===== src/iso_result_pkg.sv =====
package iso_result_pkg;

	// ---------------------------------------------------------------
	// Clock and timing
	// ---------------------------------------------------------------
	localparam int CLK_FREQ_HZ   = 20_000_000;
	localparam int CLK_PERIOD_NS = 50;

	// Strobe delay after result update, least time: round up
	localparam int STROBE_DELAY_NS     = 200;
	localparam int STROBE_DELAY_CYCLES =
		(STROBE_DELAY_NS + CLK_PERIOD_NS - 1) / CLK_PERIOD_NS;

	// Firing pulse width
	localparam int FIRE_PULSE_US     = 25;
	localparam int FIRE_PULSE_CYCLES =
		FIRE_PULSE_US * (CLK_FREQ_HZ / 1_000_000);

	// Power-listen repetition, 800 Hz nominal inside 700..900 Hz
	localparam int CYCLE_RATE_HZ      = 800;
	localparam int CYCLE_PERIOD_CYCLES = CLK_FREQ_HZ / CYCLE_RATE_HZ;
	localparam int POWER_PHASE_CYCLES  = CYCLE_PERIOD_CYCLES * 3 / 4;
	localparam int LISTEN_PHASE_CYCLES =
		CYCLE_PERIOD_CYCLES - POWER_PHASE_CYCLES;

	localparam int CNT_W = 15;
	localparam int DLY_W = 4;
	localparam int FIRE_W = 10;

	// ---------------------------------------------------------------
	// Result word from the isolated side
	// ---------------------------------------------------------------
	// Redundant coding: value, its complement and a repeat of value
	typedef struct packed {
		logic value;
		logic value_n;
		logic value_rep;
	} result_word_t;

	// Window comparator outputs of the zero-cross input
	typedef struct packed {
		logic above_band;
		logic below_band;
		logic crossed_zero;
	} zero_cross_in_t;

	typedef enum logic {
		PH_POWER,
		PH_LISTEN
	} phase_t;

endpackage : iso_result_pkg


===== src/isolated_compare_result_output.sv =====
// What this block does
// Update strobe high for one power cycle after a valid result last listen.
// Update strobe drops at the start of the next listen cycle.
// Strobe rises 200 ns after the latched result takes its value.
// Latched result holds last good value; unchanged when nothing arrives.
// Latched result clears to 0 at power-up and on shutdown.
// Result accepted only if its redundancy check passes.
// Zero-cross trigger gives one firing pulse of about 25 us.
// Fire only with result high, on zero crossing after leaving band.
// Outside logic may sample the result on the strobe rising edge.
// Power and listen phases alternate continuously at 700 to 900 Hz.
// No result or update unless isolated supply reached its enable level.
// Zero-cross input synchronised; re-arm only after leaving the band.
`timescale 1ns/100ps
`default_nettype none

module isolated_compare_result_output (
	// Clock and reset
	input  wire logic                          core_clk,
	input  wire logic                          rst_n,
	// Shutdown, active low pin
	input  wire logic                          power_down_pin_n,
	// Isolated side result during listen
	input  wire logic                          result_arrived,
	input  wire iso_result_pkg::result_word_t  result_word,
	input  wire logic                          isolated_storage_supply_ok,
	// Zero-cross window comparator, asynchronous
	input  wire iso_result_pkg::zero_cross_in_t zero_cross_in,
	// Outputs
	output logic                               listen_phase,
	output logic                               latched_result,
	output logic                               update_strobe,
	output logic                               zero_cross_fire_pulse
);

	// ---------------------------------------------------------------
	// Shutdown synchroniser
	// ---------------------------------------------------------------
	logic [2:0] pd_sync;
	logic       shutdown;

	always_ff @(posedge core_clk)
	begin
		if (!rst_n)
			pd_sync <= 3'h7;
		else
			pd_sync <= {pd_sync[1:0], power_down_pin_n};
	end

	always_ff @(posedge core_clk)
	begin
		if (!rst_n)
			shutdown <= 1'b0;
		else if (pd_sync[2] == pd_sync[1])
			shutdown <= ~pd_sync[2];
	end

	// ---------------------------------------------------------------
	// Power-listen sequencer
	// ---------------------------------------------------------------
	iso_result_pkg::phase_t             phase;
	logic [iso_result_pkg::CNT_W-1:0]   phase_cnt;
	wire                                phase_end;
	wire                                listen_start;

	assign phase_end = (phase == iso_result_pkg::PH_POWER) ?
		(phase_cnt == iso_result_pkg::CNT_W'(
			iso_result_pkg::POWER_PHASE_CYCLES - 1)) :
		(phase_cnt == iso_result_pkg::CNT_W'(
			iso_result_pkg::LISTEN_PHASE_CYCLES - 1));
	assign listen_start = phase_end && (phase == iso_result_pkg::PH_POWER);

	// Shutdown parks the sequencer in the power phase
	always_ff @(posedge core_clk)
	begin
		if (!rst_n || shutdown)
		begin
			phase     <= iso_result_pkg::PH_POWER;
			phase_cnt <= '0;
		end
		else if (phase_end)
		begin
			phase_cnt <= '0;
			case (phase)
				iso_result_pkg::PH_POWER:  phase <= iso_result_pkg::PH_LISTEN;
				iso_result_pkg::PH_LISTEN: phase <= iso_result_pkg::PH_POWER;
				default:                   phase <= iso_result_pkg::PH_POWER;
			endcase
		end
		else
			phase_cnt <= phase_cnt + 1'b1;
	end

	assign listen_phase = (phase == iso_result_pkg::PH_LISTEN);

	// ---------------------------------------------------------------
	// Result qualification
	// ---------------------------------------------------------------
	wire redundancy_ok;
	wire result_good;

	assign redundancy_ok = (result_word.value == result_word.value_rep) &&
		(result_word.value != result_word.value_n);
	assign result_good = listen_phase && result_arrived &&
		isolated_storage_supply_ok && redundancy_ok;

	// Held until the listen phase ends; the strobe belongs to the next power
	logic got_result;
	logic pending_value;

	always_ff @(posedge core_clk)
	begin
		if (!rst_n || shutdown)
		begin
			got_result    <= 1'b0;
			pending_value <= 1'b0;
		end
		else if (result_good)
		begin
			got_result    <= 1'b1;
			pending_value <= result_word.value;
		end
		else if (listen_start)
			got_result <= 1'b0;
	end

	wire power_start;
	assign power_start = phase_end && listen_phase;

	// ---------------------------------------------------------------
	// Latched result and update strobe
	// ---------------------------------------------------------------
	logic [iso_result_pkg::DLY_W-1:0] strobe_dly;
	logic                             strobe_wait;

	always_ff @(posedge core_clk)
	begin
		if (!rst_n || shutdown)
			latched_result <= 1'b0;
		else if (power_start && got_result)
			latched_result <= pending_value;
	end

	// Strobe follows the result by a fixed delay so it is settled
	always_ff @(posedge core_clk)
	begin
		if (!rst_n || shutdown)
		begin
			strobe_wait <= 1'b0;
			strobe_dly  <= '0;
		end
		else if (power_start && got_result)
		begin
			strobe_wait <= 1'b1;
			strobe_dly  <= '0;
		end
		else if (strobe_wait)
		begin
			if (strobe_dly == iso_result_pkg::DLY_W'(
				iso_result_pkg::STROBE_DELAY_CYCLES - 1))
				strobe_wait <= 1'b0;
			strobe_dly <= strobe_dly + 1'b1;
		end
	end

	wire strobe_rise;
	assign strobe_rise = strobe_wait && (strobe_dly == iso_result_pkg::DLY_W'(
		iso_result_pkg::STROBE_DELAY_CYCLES - 1));

	always_ff @(posedge core_clk)
	begin
		if (!rst_n || shutdown)
			update_strobe <= 1'b0;
		else if (listen_start)
			update_strobe <= 1'b0;
		else if (strobe_rise)
			update_strobe <= 1'b1;
	end

	// ---------------------------------------------------------------
	// Zero-cross detector
	// ---------------------------------------------------------------
	logic [2:0] zc_sync [3];
	logic [2:0] zc_stable;

	// Three-stage sampling, a change counts when stages two and three agree
	always_ff @(posedge core_clk)
	begin
		if (!rst_n)
		begin
			zc_sync[0] <= 3'h0;
			zc_sync[1] <= 3'h0;
			zc_sync[2] <= 3'h0;
			zc_stable  <= 3'h0;
		end
		else
		begin
			zc_sync[0] <= zero_cross_in;
			zc_sync[1] <= zc_sync[0];
			zc_sync[2] <= zc_sync[1];
			for (int i = 0; i < 3; i++)
				if (zc_sync[1][i] == zc_sync[2][i])
					zc_stable[i] <= zc_sync[2][i];
		end
	end

	wire zc_out_of_band;
	wire zc_crossed;
	logic zc_cross_prev;
	logic armed;

	assign zc_out_of_band = zc_stable[2] | zc_stable[1];
	assign zc_crossed     = zc_stable[0] && !zc_cross_prev;

	// ---------------------------------------------------------------
	// Firing pulse
	// ---------------------------------------------------------------
	logic [iso_result_pkg::FIRE_W-1:0] fire_cnt;
	wire                               fire_start;

	assign fire_start = armed && zc_crossed && latched_result &&
		(fire_cnt == '0);

	always_ff @(posedge core_clk)
	begin
		if (!rst_n)
		begin
			zc_cross_prev <= 1'b0;
			armed         <= 1'b0;
		end
		else
		begin
			zc_cross_prev <= zc_stable[0];
			if (fire_start || (zc_crossed && !zc_out_of_band))
				armed <= 1'b0;
			else if (zc_out_of_band)
				armed <= 1'b1;
		end
	end

	always_ff @(posedge core_clk)
	begin
		if (!rst_n)
		begin
			fire_cnt              <= '0;
			zero_cross_fire_pulse <= 1'b0;
		end
		else if (fire_start)
		begin
			fire_cnt              <= iso_result_pkg::FIRE_W'(
				iso_result_pkg::FIRE_PULSE_CYCLES - 1);
			zero_cross_fire_pulse <= 1'b1;
		end
		else if (fire_cnt != '0)
			fire_cnt <= fire_cnt - 1'b1;
		else
			zero_cross_fire_pulse <= 1'b0;
	end

endmodule : isolated_compare_result_output

`default_nettype wire


===== config.mk =====
export PLATFORM = sky130hd
export DESIGN_NAME = isolated_compare_result_output
export DESIGN_NICKNAME = d
export VERILOG_FILES = /design/src/iso_result_pkg.sv /design/src/isolated_compare_result_output.sv
export SDC_FILE = /design/constraint.sdc
export NUM_CORES = 1
export LEC_CHECK = 0
export BUFFER_PORTS_ARGS = -buffer_cell sky130_fd_sc_hd__buf_2
export CORE_MARGIN = 10
export CORE_UTILIZATION = 35
export DETAILED_ROUTE_END_ITERATION = 10
export PLACE_DENSITY = 0.51
export SLEW_MARGIN = 20
export SYNTH_ARGS = -nofsm -noshare
export SYNTH_HDL_FRONTEND = slang
export SYNTH_SLANG_ARGS = --single-unit

===== constraint.sdc =====
create_clock -name core_clk -period 6.1 [get_ports core_clk]
set_input_delay 0.305 -clock core_clk [delete_from_list [all_inputs] [get_ports core_clk]]
set_output_delay 0.305 -clock core_clk [all_outputs]
set_load 0.03 [all_outputs]

# == Word level (Yosys, flattened, before mapping) ==
# Memory sizes are Yosys's and may differ from the RTL's.
# Index checks and enable logic that the tools add are counted.
# classes
n_eq_ne,10
n_addsub,3
n_bitwise,7
muxes,16
reduce_logical,27
# op_table
operator,count
9-bit two-way mux,2
"15-bit by 1-bit adder with 15-bit output, second input constant",1
"15-bit by 13-bit equality test with 1-bit output, second input constant",1
"15-bit equality test, second input constant",1
1-bit logical AND,13
10-bit zero test,1
1-bit two-way mux,10
10-bit nonzero test,1
2-bit OR reduction,5
"10-bit by 1-bit subtractor with 10-bit output, second input constant",1
3-bit two-way mux,3
1-bit equality test,5
"4-bit by 1-bit adder with 4-bit output, second input constant",1
"4-bit by 2-bit equality test with 1-bit output, second input constant",1
1-bit bitwise OR,4
2-bit nonzero test,2
1-bit zero test,3
1-bit NOT,3
1-bit logical OR,2
"2-bit != test, second input constant",1
1-bit case mux with 2 select lines,1
1-bit != test,1
# totals
elab_cells,82
register_bits,45
mem_bits_rw,9
n_memories,1
out_inout_bits,4
inputBits,11
# mem_list
memory,depth,width,rd,rd_ports_with_merged_regs,write_ports,line_no,text
zc_sync,3,3,3,0,3,isolated_compare_result_output.sv:183,logic [2:0] zc_sync [3];

# == Depth between registers and ports, before layout ==
# Gate-level depths: netlist of the first run.
# depth
word_depth,7
mapped_depth,7
mapped_depth_nobuf,6

# == Least setup slack after synthesis of the first run ==
# Ideal clock, no wire load.
# synth_path
path_kind,register to register
startpoint,reg phase_cnt[10] (netlist bit)
endpoint,reg strobe_dly[2] (netlist bit)
stages_incl_launch_ff,6
period_less_slack_ns,2.057
path_buffers,1
t_arrival_ns,1.941
path_slack_ns,4.043
setup_ns,0.116
t_required_ns,5.984
path_cell_list,dfxtp_1 > or4b_1 > or4_1 > or4_1 > buf_2 > and3_2
# synth_via
elab_chain_cells,5
word_cells_on_any_way,6
classes_between,eq/ne: 2; mux: 1; reduce/logical: 3
# synth_rtl
item,line_no,text
from (decl),isolated_compare_result_output.sv:62,logic [iso_result_pkg::CNT_W-1:0] phase_cnt;
from (signal assigned),isolated_compare_result_output.sv:91,phase_cnt <= phase_cnt + 1'b1;
15-bit equality test or 15-bit by 13-bit equality test with 1-bit output (tied branches),"isolated_compare_result_output.sv:67, isolated_compare_result_output.sv:69",
1-bit two-way mux *,isolated_compare_result_output.sv:66,assign phase_end = (phase == iso_result_pkg::PH_POWER) ?
1-bit logical AND *,isolated_compare_result_output.sv:128,assign power_start = phase_end && listen_phase;
1-bit logical AND *,isolated_compare_result_output.sv:152,else if (power_start && got_result)
2-bit OR reduction (no line) *,-,
to (signal assigned),isolated_compare_result_output.sv:162,strobe_dly <= strobe_dly + 1'b1;
to (decl),isolated_compare_result_output.sv:133,logic [iso_result_pkg::DLY_W-1:0] strobe_dly;
# Every way passes the cells marked *; elsewhere a longest branch is shown, timed or not.
# A chain may end at the register's enable or synchronous reset.

# == Worst setup path after layout of the first run ==
# layout_path
startpoint,reg phase_cnt[11] (netlist bit)
endpoint,reg phase (netlist: listen_phase)
# layout_via
elab_chain_cells,2
word_cells_on_any_way,3
classes_between,eq/ne: 2; mux: 1
# layout_rtl
item,line_no,text
15-bit equality test or 15-bit by 13-bit equality test with 1-bit output (tied branches),"isolated_compare_result_output.sv:67, isolated_compare_result_output.sv:69",
1-bit two-way mux *,isolated_compare_result_output.sv:66,
to (signal assigned),isolated_compare_result_output.sv:78,phase <= iso_result_pkg::PH_POWER;
to (signal assigned),isolated_compare_result_output.sv:85,iso_result_pkg::PH_POWER: phase <= iso_result_pkg::PH_LISTEN;
to (signal assigned),isolated_compare_result_output.sv:86,iso_result_pkg::PH_LISTEN: phase <= iso_result_pkg::PH_POWER;
to (decl),isolated_compare_result_output.sv:61,iso_result_pkg::phase_t phase;
# Marks and branches as above.

==> insert_results.sql, run 1 <==
INSERT INTO impl_metrics (metric_group, metric, value, unit) VALUES
('sta', 'finalClockSkew', '7.61', 'ps'),
('place', 'placed_area', '2360', 'um2'),
('yosys', 'synth_area_leader_cell', 'dfxtp_1', ''),
('yosys', 'syn_area', '2230', 'um2'),
('clock_network', 'worst_setup_hold_path_clk_slew', '110', 'ps'),
('critical_path', 'cp_slowest_cell', 'a21oi_2', ''),
('yosys', 'ys_async_sr_fraction', '0', '%'),
('critical_path', 'path_cells', 'or4b_1 -> or4_1 -> a21oi_2 -> mux2i_1', ''),
('routing', 'drt-vias-per-instance', '5.05', ''),
('clock_network', 'tritoncts', 'built', ''),
('global_route', 'antenna_found_initial', '0', ''),
('global_route', 'global_route.overflow_total', '0', ''),
('place', 'gp_routability_congestion', '0.801', ''),
('clock_network', 'h-tree-depth', '2', ''),
('sta', 'fin_setup_tns', '0', 'ps'),
('critical_path', 'cp_data_arrival_time', '2510', 'ps'),
('yosys', 'synth_area_per_cell', '9.18', 'um2'),
('critical_path', 'timing.critical_path.depth', '4', ''),
('sta', 'pin_slew_with_the_least_headroom_to_its_limit', '939', 'ps'),
('routing', 'route.detailed.wl_per_inst', '12.4', 'um'),
('finish', 'post-route-util', '39.2', '%'),
('clock_network', 'clk-insertion-delay-late', '310', 'ps'),
('sta', 'layout_worst_path_cycle_share', '37.3', '%'),
('floorplan', 'floorplan.io_pins', '15', ''),
('critical_path', 'path_buf_inv', '0', ''),
('pwr', 'worst_ir_drop_vdd', '0.166', 'mV'),
('critical_path', 'required', '6340', 'ps'),
('critical_path', 'kind_of_critical_path', 'register to register', ''),
('floorplan', 'die_area', '9960', 'um2'),
('yosys', 'yosys-top-cells-area', 'dfxtp_1 48%, xnor2_1 5.1%, nor3_1 4.7%, nand2_1 3.2%, and2_1 2.8%', ''),
('floorplan', 'core_region_area', '6280', 'um2'),
('floorplan', 'die_w', '99.8', 'um'),
('pwr', 'pleak', '0.880', 'nW'),
('place', 'hpwl_after_dpl', '2850', 'um'),
('yosys', 'synth.lib_cells_used.distinct', '40', ''),
('min_path', 'worst_hold_path.num_cells', '2', ''),
('global_route', 'grt_start_max_net_pins', '20', ''),
('yosys', 'synth_enable_flop_cells', '0', ''),
('finish', 'fin_nets', '272', ''),
('routing', 'total_routed_length', '4130', 'um'),
('routing', 'drt_drc_violations_left', '0', ''),
('sta', 'count_of_endpoints_failing_hold_in_the_final_timing_report', '0', ''),
('yosys', 'synth_largest_type_area_fraction', '48.5', '%'),
('finish', 'final_area', '2460', 'um2'),
('yosys', 'syn_nets', '259', ''),
('clock_network', 'tritoncts.num_buffers', '5', ''),
('sta', 'achievable-frequency', '440', 'MHz'),
('sta', 'rsz_0062_raised_after_global_routing', 'no', ''),
('sta', 'final_count_of_pins_violating_max_slew', '0', ''),
('yosys', 'ys_ff_latch', '54', ''),
('clock_network', 'post_cts.resized_instances', '0', ''),
('critical_path', 'crit_path_max_incr_delay', '640', 'ps'),
('job', 'maxCapViolations', '0', ''),
('yosys', 'synth_commonest_cells', '54 x dfxtp_1, 21 x nor3_1, 19 x nand2_1', ''),
('sta', 'finalHoldWorstSlack', '164', 'ps'),
('global_route', 'wire_length_of_the_first_global_routing_pass', '7210', 'um'),
('critical_path', 'path_delay_family', 'simple AND/OR/NAND/NOR gates', ''),
('global_route', 'first_global_vias', '1593', ''),
('place', 'portBuffers', '14', ''),
('floorplan', 'rows', '29', ''),
('sta', 'timing.slew.headroom', '36.8', '%'),
('clock_network', 'numClockSinks', '54', ''),
('clock_network', 'cts_setup_buffers', '0', ''),
('floorplan', 'die_height', '99.8', 'um'),
('outcome', 'run_status', 'complete, no violations', ''),
('sta', 'finalWorstPathRequiredPeriod', '2270', 'ps'),
('clock_network', 'postCtsHoldBufs', '0', ''),
('yosys', 'synth_most_common_cell', 'dfxtp_1', ''),
('finish', 'insertedDiodeCount', '0', ''),
('critical_path', 'worstSetupStartpointType', 'register', ''),
('yosys', 'ys_warn_count', '0', '');
## area by class of cell
type	instances	area (um2)	share of cell area, %
clock buffer	5	68.8	2.80
clock inverter	3	28.8	1.17
inverter	11	41.3	1.68
multi-input combinational	170	1070	43.7
sequential	54	1080	43.9
tap	77	96.3	3.91
timing repair buffer	14	70.1	2.85
## cell usage in the layout, fill, tap and decap left out, types with 2 or more instances in the layout
cell      instances
nor4_1            9
clkbuf_8          5
or3b_2            2
and3_2            4
a21oi_1          11
inv_1            10
mux2i_1           4
nor2_1           13
ha_1              5
dfxtp_1          54
or4_1             3
nand3b_1          3
xor2_1            3
buf_2            14
nand2_1          19
o21ai_0           7
nor3_1           21
a211oi_1          6
nand3_1           8
a31oi_1           2
nand4_1           4
and3_1            2
a311oi_1          2
nand2b_1          6
and2_1           10
and4b_1           2
xnor2_1          13
## cell families after synthesis
logic type	Yosys count	synth area share, %
xor gates and xnor gates	16	6.29
and+or+nand+nor	112	27.8
muxes	5	2.30
DFF	54	48.5
adders and majority gates	5	2.81
AOI/OAI and AO/OA	32	8.98
buffers and inverters	19	3.31
## state kept, by name, indices dropped and copies added (netlist names)
register,count
phase_cnt,15
fire_cnt,10
zc_sync,9
strobe_dly,4
pd_sync,3
zc_stable,3
armed,1
got_result,1
latched_result,1
listen_phase,1
pending_value,1
shutdown,1
strobe_wait,1
update_strobe,1
zc_cross_prev,1
zero_cross_fire_pulse,1
## worst register-to-register path: stages, from the launching register on
cell	delay, ps
dfxtp_1	420
or4b_1	440
or4_1	450
a21oi_2	640
mux2i_1	260
## through the flow
| step | cells | setup WS (ps) |
|---|---|---|
| after floorplan | 243 | 4040 |
| final | 334 | 3830 |
| after detailed placement | 326 | 3820 |
| after global routing | 334 | 3630 |
| after CTS | 334 | 3800 |
| after global placement | 326 | 3850 |
## report_power, final
| part | switching [mW] | leakage, nW | total [mW] | internal, mW |
|---|---|---|---|---|
| combinational | 0.0995 | 0.390 | 0.174 | 0.0750 |
| clock | 0.128 | 0.0506 | 0.214 | 0.0861 |
| sequential | 0.0301 | 0.440 | 0.412 | 0.382 |
## metal layers
layer / share of wire, % / track usage, % / routed length [um]
met1: 52 / 11.0 / 2140
met2: 44 / 13.1 / 1830
met3: 2.7 / 2.95 / 113
met4: 0.95 / 3.64 / 39
met5: 0 / 0 / 0
## worst paths after layout
path,from,endpoint,slack [ps]
worst max-delay path,phase_cnt[11],listen_phase,3830
worst min-delay path,power_down_pin_n,pd_sync[0],160
worst max register to register,phase_cnt[11],listen_phase,3830
worst min register to register,pd_sync[0],pd_sync[1],420
Note: power is estimated with default switching activity, not from simulation.
==> inputs of run 2 (changes only) <==
--- a/config.mk
+++ b/config.mk
@@ -5,11 +5,12 @@
 export SDC_FILE = /design/constraint.sdc
 export NUM_CORES = 1
 export LEC_CHECK = 0
+export ABC_AREA = 1
 export BUFFER_PORTS_ARGS = -buffer_cell sky130_fd_sc_hd__buf_2
 export CORE_MARGIN = 10
 export CORE_UTILIZATION = 35
 export DETAILED_ROUTE_END_ITERATION = 10
-export PLACE_DENSITY = 0.51
+export PLACE_DENSITY = 0.53
 export SLEW_MARGIN = 20
 export SYNTH_ARGS = -nofsm -noshare
 export SYNTH_HDL_FRONTEND = slang
==> constraint.sdc (replaced) <==
create_clock -name core_clk -period 2 [get_ports core_clk]
set_input_delay 0.1 -clock core_clk [delete_from_list [all_inputs] [get_ports core_clk]]
set_output_delay 0.1 -clock core_clk [all_outputs]
set_load 0.03 [all_outputs]
==> run 2 against run 1 <==
Net effect: global-route usage is 0.20 points higher; critical endpoint is now strobe_dly[1]; non-clock buffer count grew 4; final area increased by 10%; critical path type unchanged; fmax increased by 53%; worst hold slack worse by 47 ps; final cell count grew 22%; highest routed layer unchanged.
==> insert_results.sql, run 2 <==
INSERT INTO impl_metrics (metric_group, metric, value, unit) VALUES
('critical_path', 'path_delay_family', 'simple AND/OR/NAND/NOR gates', ''),
('place', 'hpwl_after_dpl', '3140', 'um'),
('critical_path', 'path_cells', 'ha_1 -> nand4_1 -> nor2_2 -> nand4_1 -> nand2_1 -> nor2_1', ''),
('finish', 'insertedDiodeCount', '0', ''),
('finish', 'regMostFlops', 'phase_cnt', ''),
('job', 'maxCapViolations', '0', ''),
('finish', 'final_area', '2720', 'um2'),
('finish', 'area_occupied_by_registers', '1080', 'um2'),
('global_route', 'wire_length_of_the_first_global_routing_pass', '7600', 'um'),
('yosys', 'synthXorXnorAreaFrac', '3.66', '%'),
('sta', 'rsz_0062_raised_after_global_routing', 'no', ''),
('finish', 'final.fill_count', '668', ''),
('clock_network', 'worst_setup_hold_path_clk_slew', '100', 'ps'),
('yosys', 'synth.lib_cells_used.distinct', '37', ''),
('global_route', 'grt_usage', '8.87', '%'),
('yosys', 'synth_commonest_cells', '54 x dfxtp_1, 53 x nand2_1, 46 x nor2_1', ''),
('yosys', 'ys_warn_count', '0', ''),
('critical_path', 'worstSetupStartpointType', 'register', ''),
('place', 'portBuffers', '14', ''),
('critical_path', 'cp_data_arrival_time', '1690', 'ps'),
('place', 'placed_area', '2540', 'um2'),
('floorplan', 'die_area', '10600', 'um2'),
('global_route', 'antenna_found_initial', '0', ''),
('critical_path', 'worst-path-max-fanout', '4', ''),
('yosys', 'syn_nets', '322', ''),
('yosys', 'post_synth_and_or_nand_nor_area_fraction', '31.1', '%'),
('routing', 'first_pass_iters', '4', ''),
('place', 'gp_routability_congestion', '0.799', ''),
('pwr', 'pleak', '1.16', 'nW'),
('global_route', 'first_global_vias', '1719', ''),
('yosys', 'ys_async_sr_fraction', '0', '%'),
('pwr', 'power_density', '1100', 'nW/um2'),
('clock_network', 'tritoncts.num_buffers', '5', ''),
('clock_network', 'post_cts.resized_instances', '0', ''),
('finish', 'area_growth', '13.5', '%'),
('floorplan', 'rows', '30', ''),
('routing', 'num_vias', '1824', ''),
('sta', 'final-setup-viol-count', '0', ''),
('finish', 'multi_input_combinational_cell_area', '1120', 'um2'),
('floorplan', 'floorplan.io_pins', '15', ''),
('sta', 'pin_slew_with_the_least_headroom_to_its_limit', '301', 'ps'),
('sta', 'layout_worst_path_cycle_share', '74.3', '%'),
('routing', 'drt-vias-per-instance', '4.47', ''),
('finish', 'fin_nets', '343', ''),
('routing', 'route.detailed.wl_per_inst', '10.5', 'um'),
('floorplan', 'core_region_area', '6720', 'um2'),
('clock_network', 'h-tree-depth', '2', ''),
('yosys', 'post_synth_fa_ha_maj_area_fraction', '3.03', '%'),
('global_route', 'grt_start_max_net_pins', '18', ''),
('yosys', 'synth_most_common_cell', 'dfxtp_1', ''),
('finish', 'layout_top_registers', 'phase_cnt x15, fire_cnt x10, zc_sync x9', ''),
('yosys', 'syn-instance-count', '306', ''),
('sta', 'timing.slew.headroom', '79.8', '%'),
('sta', 'achievable-frequency', '673', 'MHz'),
('yosys', 'synth_largest_type_area_fraction', '45.1', '%'),
('yosys', 'muxShareOfSynthArea', '0.418', '%'),
('floorplan', 'initial_cell_density_of_the_core', '35.6', '%'),
('routing', 'total_routed_length', '4270', 'um'),
('finish', 'mostFrequentLayoutCells', '54 x dfxtp_1, 53 x nand2_1, 46 x nor2_1, 40 x inv_1, 17 x a21oi_1', ''),
('clock_network', 'clock_path_buffers', '2', ''),
('yosys', 'synth_enable_flop_cells', '0', ''),
('routing', 'route.antenna.remaining_nets', '0', ''),
('yosys', 'syn_area', '2390', 'um2'),
('min_path', 'hold_path.class', 'input pin to register', ''),
('global_route', 'global_route.overflow_total', '0', ''),
('clock_network', 'tritoncts', 'built', ''),
('yosys', 'synth_area_per_cell', '7.83', 'um2'),
('critical_path', 'worstSetupEndpointType', 'register', ''),
('critical_path', 'path_buf_inv', '0', ''),
('yosys', 'yosysSeqAreaShare', '45.1', '%'),
('floorplan', 'die_height', '103', 'um'),
('sta', 'count_of_endpoints_failing_hold_in_the_final_timing_report', '0', ''),
('floorplan', 'die_w', '103', 'um'),
('finish', 'mostFrequentLayoutCell', 'dfxtp_1', ''),
('pwr', 'worst_ir_drop_vdd', '0.734', 'mV'),
('critical_path', 'crit_path_max_incr_delay', '410', 'ps'),
('routing', 'drt_drc_violations_left', '0', ''),
('yosys', 'post_synthesis_compound_gate_area_fraction', '8.73', '%'),
('clock_network', 'clk-insertion-delay-late', '310', 'ps'),
('yosys', 'synth_area_leader_cell', 'dfxtp_1', ''),
('yosys', 'synth_flop_type', 'dfxtp_1', ''),
('sta', 'finalClockSkew', '5.37', 'ps'),
('critical_path', 'required', '2210', 'ps'),
('finish', 'largest_register_ff_count', '15', ''),
('yosys', 'ys_ff_latch', '54', ''),
('critical_path', 'cp_slowest_cell', 'dfxtp_1', ''),
('critical_path', 'worst_path_most_repeated_cell', 'nand4_1', ''),
('clock_network', 'clock_tree.root_cell', 'clkbuf_8', ''),
('sta', 'final_count_of_pins_violating_max_slew', '0', ''),
('clock_network', 'numClockSinks', '54', ''),
('routing', 'detailedRoute.firstIterationViolations', '53', ''),
('clock_network', 'cts_setup_buffers', '0', ''),
('critical_path', 'kind_of_critical_path', 'register to register', ''),
('sta', 'finalWorstPathRequiredPeriod', '1490', 'ps'),
('yosys', 'synth_top_family_by_area', 'simple AND/OR/NAND/NOR gates', ''),
('yosys', 'yosys-top-cells-area', 'dfxtp_1 45%, nand2_1 8.3%, nor2_1 7.2%, inv_1 6.3%, a21oi_1 3.6%', ''),
('outcome', 'run_status', 'complete, no violations', ''),
('sta', 'fin_setup_tns', '0', 'ps'),
('finish', 'final_layout_size_suffix_gt1_share', '16.2', '%');
run 2: changes by cell type after synthesis, moves of 6 or more:
| cell | previous run | this run |
|---|---|---|
| inv_1 | 10 | 40 |
| a21oi_1 | 11 | 17 |
| and2_1 | 10 | 0 |
| nand2_1 | 19 | 53 |
| xnor2_1 | 13 | 4 |
| nor2_1 | 13 | 46 |
| nor3_1 | 21 | 5 |
| nor4_1 | 9 | 1 |
| nand2b_1 | 6 | 0 |
run 2: logic make-up after synthesis:
| group | after synthesis |
|---|---|
| compound gates | 37 |
| xor+xnor | 10 |
| fa+ha+maj | 6 |
| mux | 1 |
| flops | 54 |
| simple gates | 150 |
| buf+inv | 48 |
run 2: worst reg2reg max path, delay by kind of cell (launching register included):
family                     cells  cell delay (ps)
DFF                            1              410
adders and majority gates      1              180
and+or+nand+nor                5              790
run 2: path summary, 6_finish.rpt:
kind,start,to,slack (ps),cells after the start
setup / recovery,phase_cnt[0],strobe_dly[1],510,6
hold reg to reg,zc_sync[0][2],zc_sync[0][5],420,2
setup reg to reg,phase_cnt[0],strobe_dly[1],510,6
hold / removal,result_word[2],pending_value,120,3
run 2: final cells by class:
type	instances	share of cell area [%]
Multi-Input combinational cell	204	41.4
Sequential cell	54	39.8
Inverter	44	6.07
Timing Repair Buffer	18	4.05
Tap cell	80	3.68
Clock buffer	5	2.53
Clock inverter	3	2.53
run 2: stage by stage:
stage | instances | util [%] | total power [mW] | hold slack [ps] | worst slack (ps)
after global placement | 396 | 37.8 | 2.13 | 284 | 527
final | 408 | 40.5 | 2.98 | 116 | 514
after CTS | 408 | 40.5 | 3.03 | 110 | 477
after global routing | 408 | 40.5 | 3.21 | 144 | 359
after detailed placement | 396 | 37.8 | 2.14 | 285 | 515
after floorplan | 306 | - | 1.98 | 198 | 610
run 2: metal layers:
metal  up-vias  wire length, um  global-route usage (%)
met5         -                0                       0
met4         0               61                    3.25
met3         8              167                    2.68
met2        20             1820                    13.6
met1       786             2220                    11.5
li1       1010                -                       -
run 2: power by group:
part / internal, mW / total [mW] / switching, mW
clock: 0.501 / 0.860 / 0.358
combinational: 0.312 / 0.830 / 0.518
sequential: 1.19 / 1.29 / 0.101
total: 2.00 / 2.98 / 0.977
run 2: repair_timing:
item	CTS	global route
hold buffers	4	0
endpoints found under the hold margin	4	0
setup endpoints to repair	0	0
==> inputs of run 3 (changes only) <==
==> constraint.sdc (replaced) <==
create_clock -name core_clk -period 1.3 [get_ports core_clk]
set_input_delay 0.065 -clock core_clk [delete_from_list [all_inputs] [get_ports core_clk]]
set_output_delay 0.065 -clock core_clk [all_outputs]
set_load 0.03 [all_outputs]
==> run 3 against run 2 <==
Net effect: the flow now finishes with violations (setup timing); fmax grew 5.8%; final cell count grew 6.1%; largest power group unchanged; critical path depth is the same; sequential share of layout area shrank 4.5 points; setup slack lost 620 ps; global-route usage grew 0.64 points; utilization grew 5.8 points.
==> insert_results.sql, run 3 (same netlist as run 2, synthesis figures left out) <==
INSERT INTO impl_metrics (metric_group, metric, value, unit) VALUES
('routing', 'detailedRoute.firstIterationViolations', '27', ''),
('routing', 'drt_drc_violations_left', '0', ''),
('routing', 'total_routed_length', '4940', 'um'),
('pwr', 'worst_ir_drop_vdd', '1.23', 'mV'),
('clock_network', 'h-tree-depth', '2', ''),
('critical_path', 'path_cells', 'nand4_1 -> nor2_4 -> buf_4 -> nand3_4 -> nand2_8 -> nor3_1', ''),
('outcome', 'violations', 'setup timing', ''),
('routing', 'route.detailed.wl_per_inst', '11.4', 'um'),
('critical_path', 'worst-r2r-setup-slack', '-110', 'ps'),
('sta', 'setup_ws', '-105', 'ps'),
('finish', 'final.fill_count', '668', ''),
('floorplan', 'rows', '30', ''),
('finish', 'layout_top_registers', 'phase_cnt x15, fire_cnt x10, zc_sync x9', ''),
('global_route', 'grt_start_max_net_pins', '17', ''),
('pwr', 'power_density', '1590', 'nW/um2'),
('sta', 'count_of_endpoints_failing_hold_in_the_final_timing_report', '0', ''),
('finish', 'regMostFlops', 'phase_cnt', ''),
('critical_path', 'cp_slowest_cell', 'dfxtp_1', ''),
('critical_path', 'worst-path-max-fanout', '8', ''),
('critical_path', 'worstSetupEndpointType', 'register', ''),
('place', 'hpwl_after_dpl', '3330', 'um'),
('sta', 'pin_slew_with_the_least_headroom_to_its_limit', '396', 'ps'),
('critical_path', 'path_buf_inv', '1', ''),
('clock_network', 'clock_path_buffers', '2', ''),
('sta', 'rsz_0062_raised_after_global_routing', 'yes', ''),
('clock_network', 'tritoncts.num_buffers', '5', ''),
('place', 'gp_routability_congestion', '0.837', ''),
('routing', 'first_pass_iters', '4', ''),
('sta', 'timing.slew.headroom', '73.5', '%'),
('critical_path', 'path_delay_family', 'simple AND/OR/NAND/NOR gates', ''),
('finish', 'mostFrequentLayoutCells', '44 x dfxtp_1, 42 x nand2_1, 41 x nor2_1, 36 x inv_1, 24 x buf_4', ''),
('sta', 'achievable-frequency', '712', 'MHz'),
('routing', 'num_vias', '2004', ''),
('floorplan', 'die_height', '103', 'um'),
('outcome', 'run_status', 'finished, violations left', ''),
('clock_network', 'numClockSinks', '54', ''),
('critical_path', 'kind_of_critical_path', 'register to register', ''),
('clock_network', 'clk-insertion-delay-late', '310', 'ps'),
('finish', 'area_growth', '29.8', '%'),
('clock_network', 'clock_tree.root_cell', 'clkbuf_8', ''),
('sta', 'final_count_of_pins_violating_max_slew', '0', ''),
('routing', 'drt-vias-per-instance', '4.63', ''),
('finish', 'final_layout_size_suffix_gt1_share', '33.4', '%'),
('place', 'portBuffers', '14', ''),
('critical_path', 'cp_data_arrival_time', '1610', 'ps'),
('finish', 'fin_nets', '369', ''),
('floorplan', 'die_w', '103', 'um'),
('critical_path', 'crit_path_max_incr_delay', '450', 'ps'),
('floorplan', 'floorplan.io_pins', '15', ''),
('finish', 'largest_register_ff_count', '15', ''),
('floorplan', 'initial_cell_density_of_the_core', '35.6', '%'),
('job', 'maxCapViolations', '0', ''),
('clock_network', 'tritoncts', 'built', ''),
('finish', 'mostFrequentLayoutCell', 'dfxtp_1', ''),
('pwr', 'pleak', '1.33', 'nW'),
('global_route', 'antenna_found_initial', '0', ''),
('min_path', 'hold_path.class', 'input pin to register', ''),
('global_route', 'wire_length_of_the_first_global_routing_pass', '8230', 'um'),
('sta', 'layout_worst_path_cycle_share', '108', '%'),
('floorplan', 'die_area', '10600', 'um2'),
('global_route', 'global_route.overflow_total', '0', ''),
('clock_network', 'worst_setup_hold_path_clk_slew', '100', 'ps'),
('pwr', 'fin_total_pwr', '4.95', 'mW'),
('routing', 'route.antenna.remaining_nets', '0', ''),
('sta', 'finalClockSkew', '9.22', 'ps'),
('critical_path', 'worstSetupStartpointType', 'register', ''),
('critical_path', 'required', '1510', 'ps'),
('floorplan', 'core_region_area', '6720', 'um2'),
('sta', 'finalWorstPathRequiredPeriod', '1410', 'ps'),
('sta', 'final-setup-viol-count', '27', ''),
('sta', 'fin_setup_tns', '-1880', 'ps'),
('global_route', 'first_global_vias', '1934', ''),
('finish', 'insertedDiodeCount', '0', ''),
('global_route', 'grt_usage', '9.51', '%');
-- run 3: cell count changes in the layout (fill, tap and decap cells not counted), sizes merged --
cell,before,now
clkinv,1,0
bufinv,2,1
buf,14,39
nand2,58,59
clkbuf,5,6
-- run 3: routing by layer --
layer,vias to the layer above,share of wire [%],global-route usage (%)
li1,1060,-,-
met1,907,47,11.2
met2,26,47,15.8
met3,11,3.4,2.55
met4,0,2.0,4.23
met5,-,0,0
-- run 3: worst reg2reg max path: stages (launching register included) --
cell,delay [ps]
dfxtp_1,450
nand4_1,190
nor2_4,170
buf_4,140
nand3_4,160
nand2_8,150
nor3_1,60
-- run 3: where the power goes --
| group | switching (mW) | internal [mW] |
|---|---|---|
| sequential | 0.151 | 1.83 |
| clock | 0.536 | 0.617 |
| combinational | 1.02 | 0.785 |
-- run 3: through the flow --
| step | utilization, % | setup WS, ps | instances | hold WS (ps) | area (um2) |
|---|---|---|---|---|---|
| finish | 46.3 | -105 | 433 | 77.9 | 3110 |
| global route | 46.3 | -183 | 433 | 91.1 | 3110 |
| CTS | 43.6 | -74.6 | 426 | 71.7 | 2930 |
| detailed placement | 39.2 | -165 | 408 | 251 | 2630 |
| global placement | 39.2 | -124 | 408 | 248 | 2630 |
| floorplan | - | 28.1 | 306 | 163 | 2400 |
-- run 3: what timing repair did --
action                                 in CTS  in global routing
pin swaps                                  16                 20
hold buffers                                4                  0
resized for setup                          30                 31
setup endpoints to repair                  27                 36
endpoints found under the hold margin       4                  0
cloned                                      0                  1
buffers inserted                            8                  6
-- run 3: area by class of cell --
cell class	count	area, um2	area share, %
clock buffers	6	82.6	2.66
clock inverters	1	30.0	0.966
inverters	44	165	5.31
multi-input cells	205	1330	42.9
flip-flops and latches	54	1100	35.3
well taps	80	100	3.22
repair buffers	43	302	9.70
-- run 3: worst paths after layout --
| kind | from | cells past startpoint | end |
|---|---|---|---|
| worst max register to register | phase_cnt[5] | 6 | phase_cnt[8] |
| worst min-delay path | result_word[2] | 3 | pending_value |
| worst max-delay path | phase_cnt[5] | 6 | phase_cnt[8] |
| worst min register to register | zc_sync[0][1] | 2 | zc_sync[0][4] |
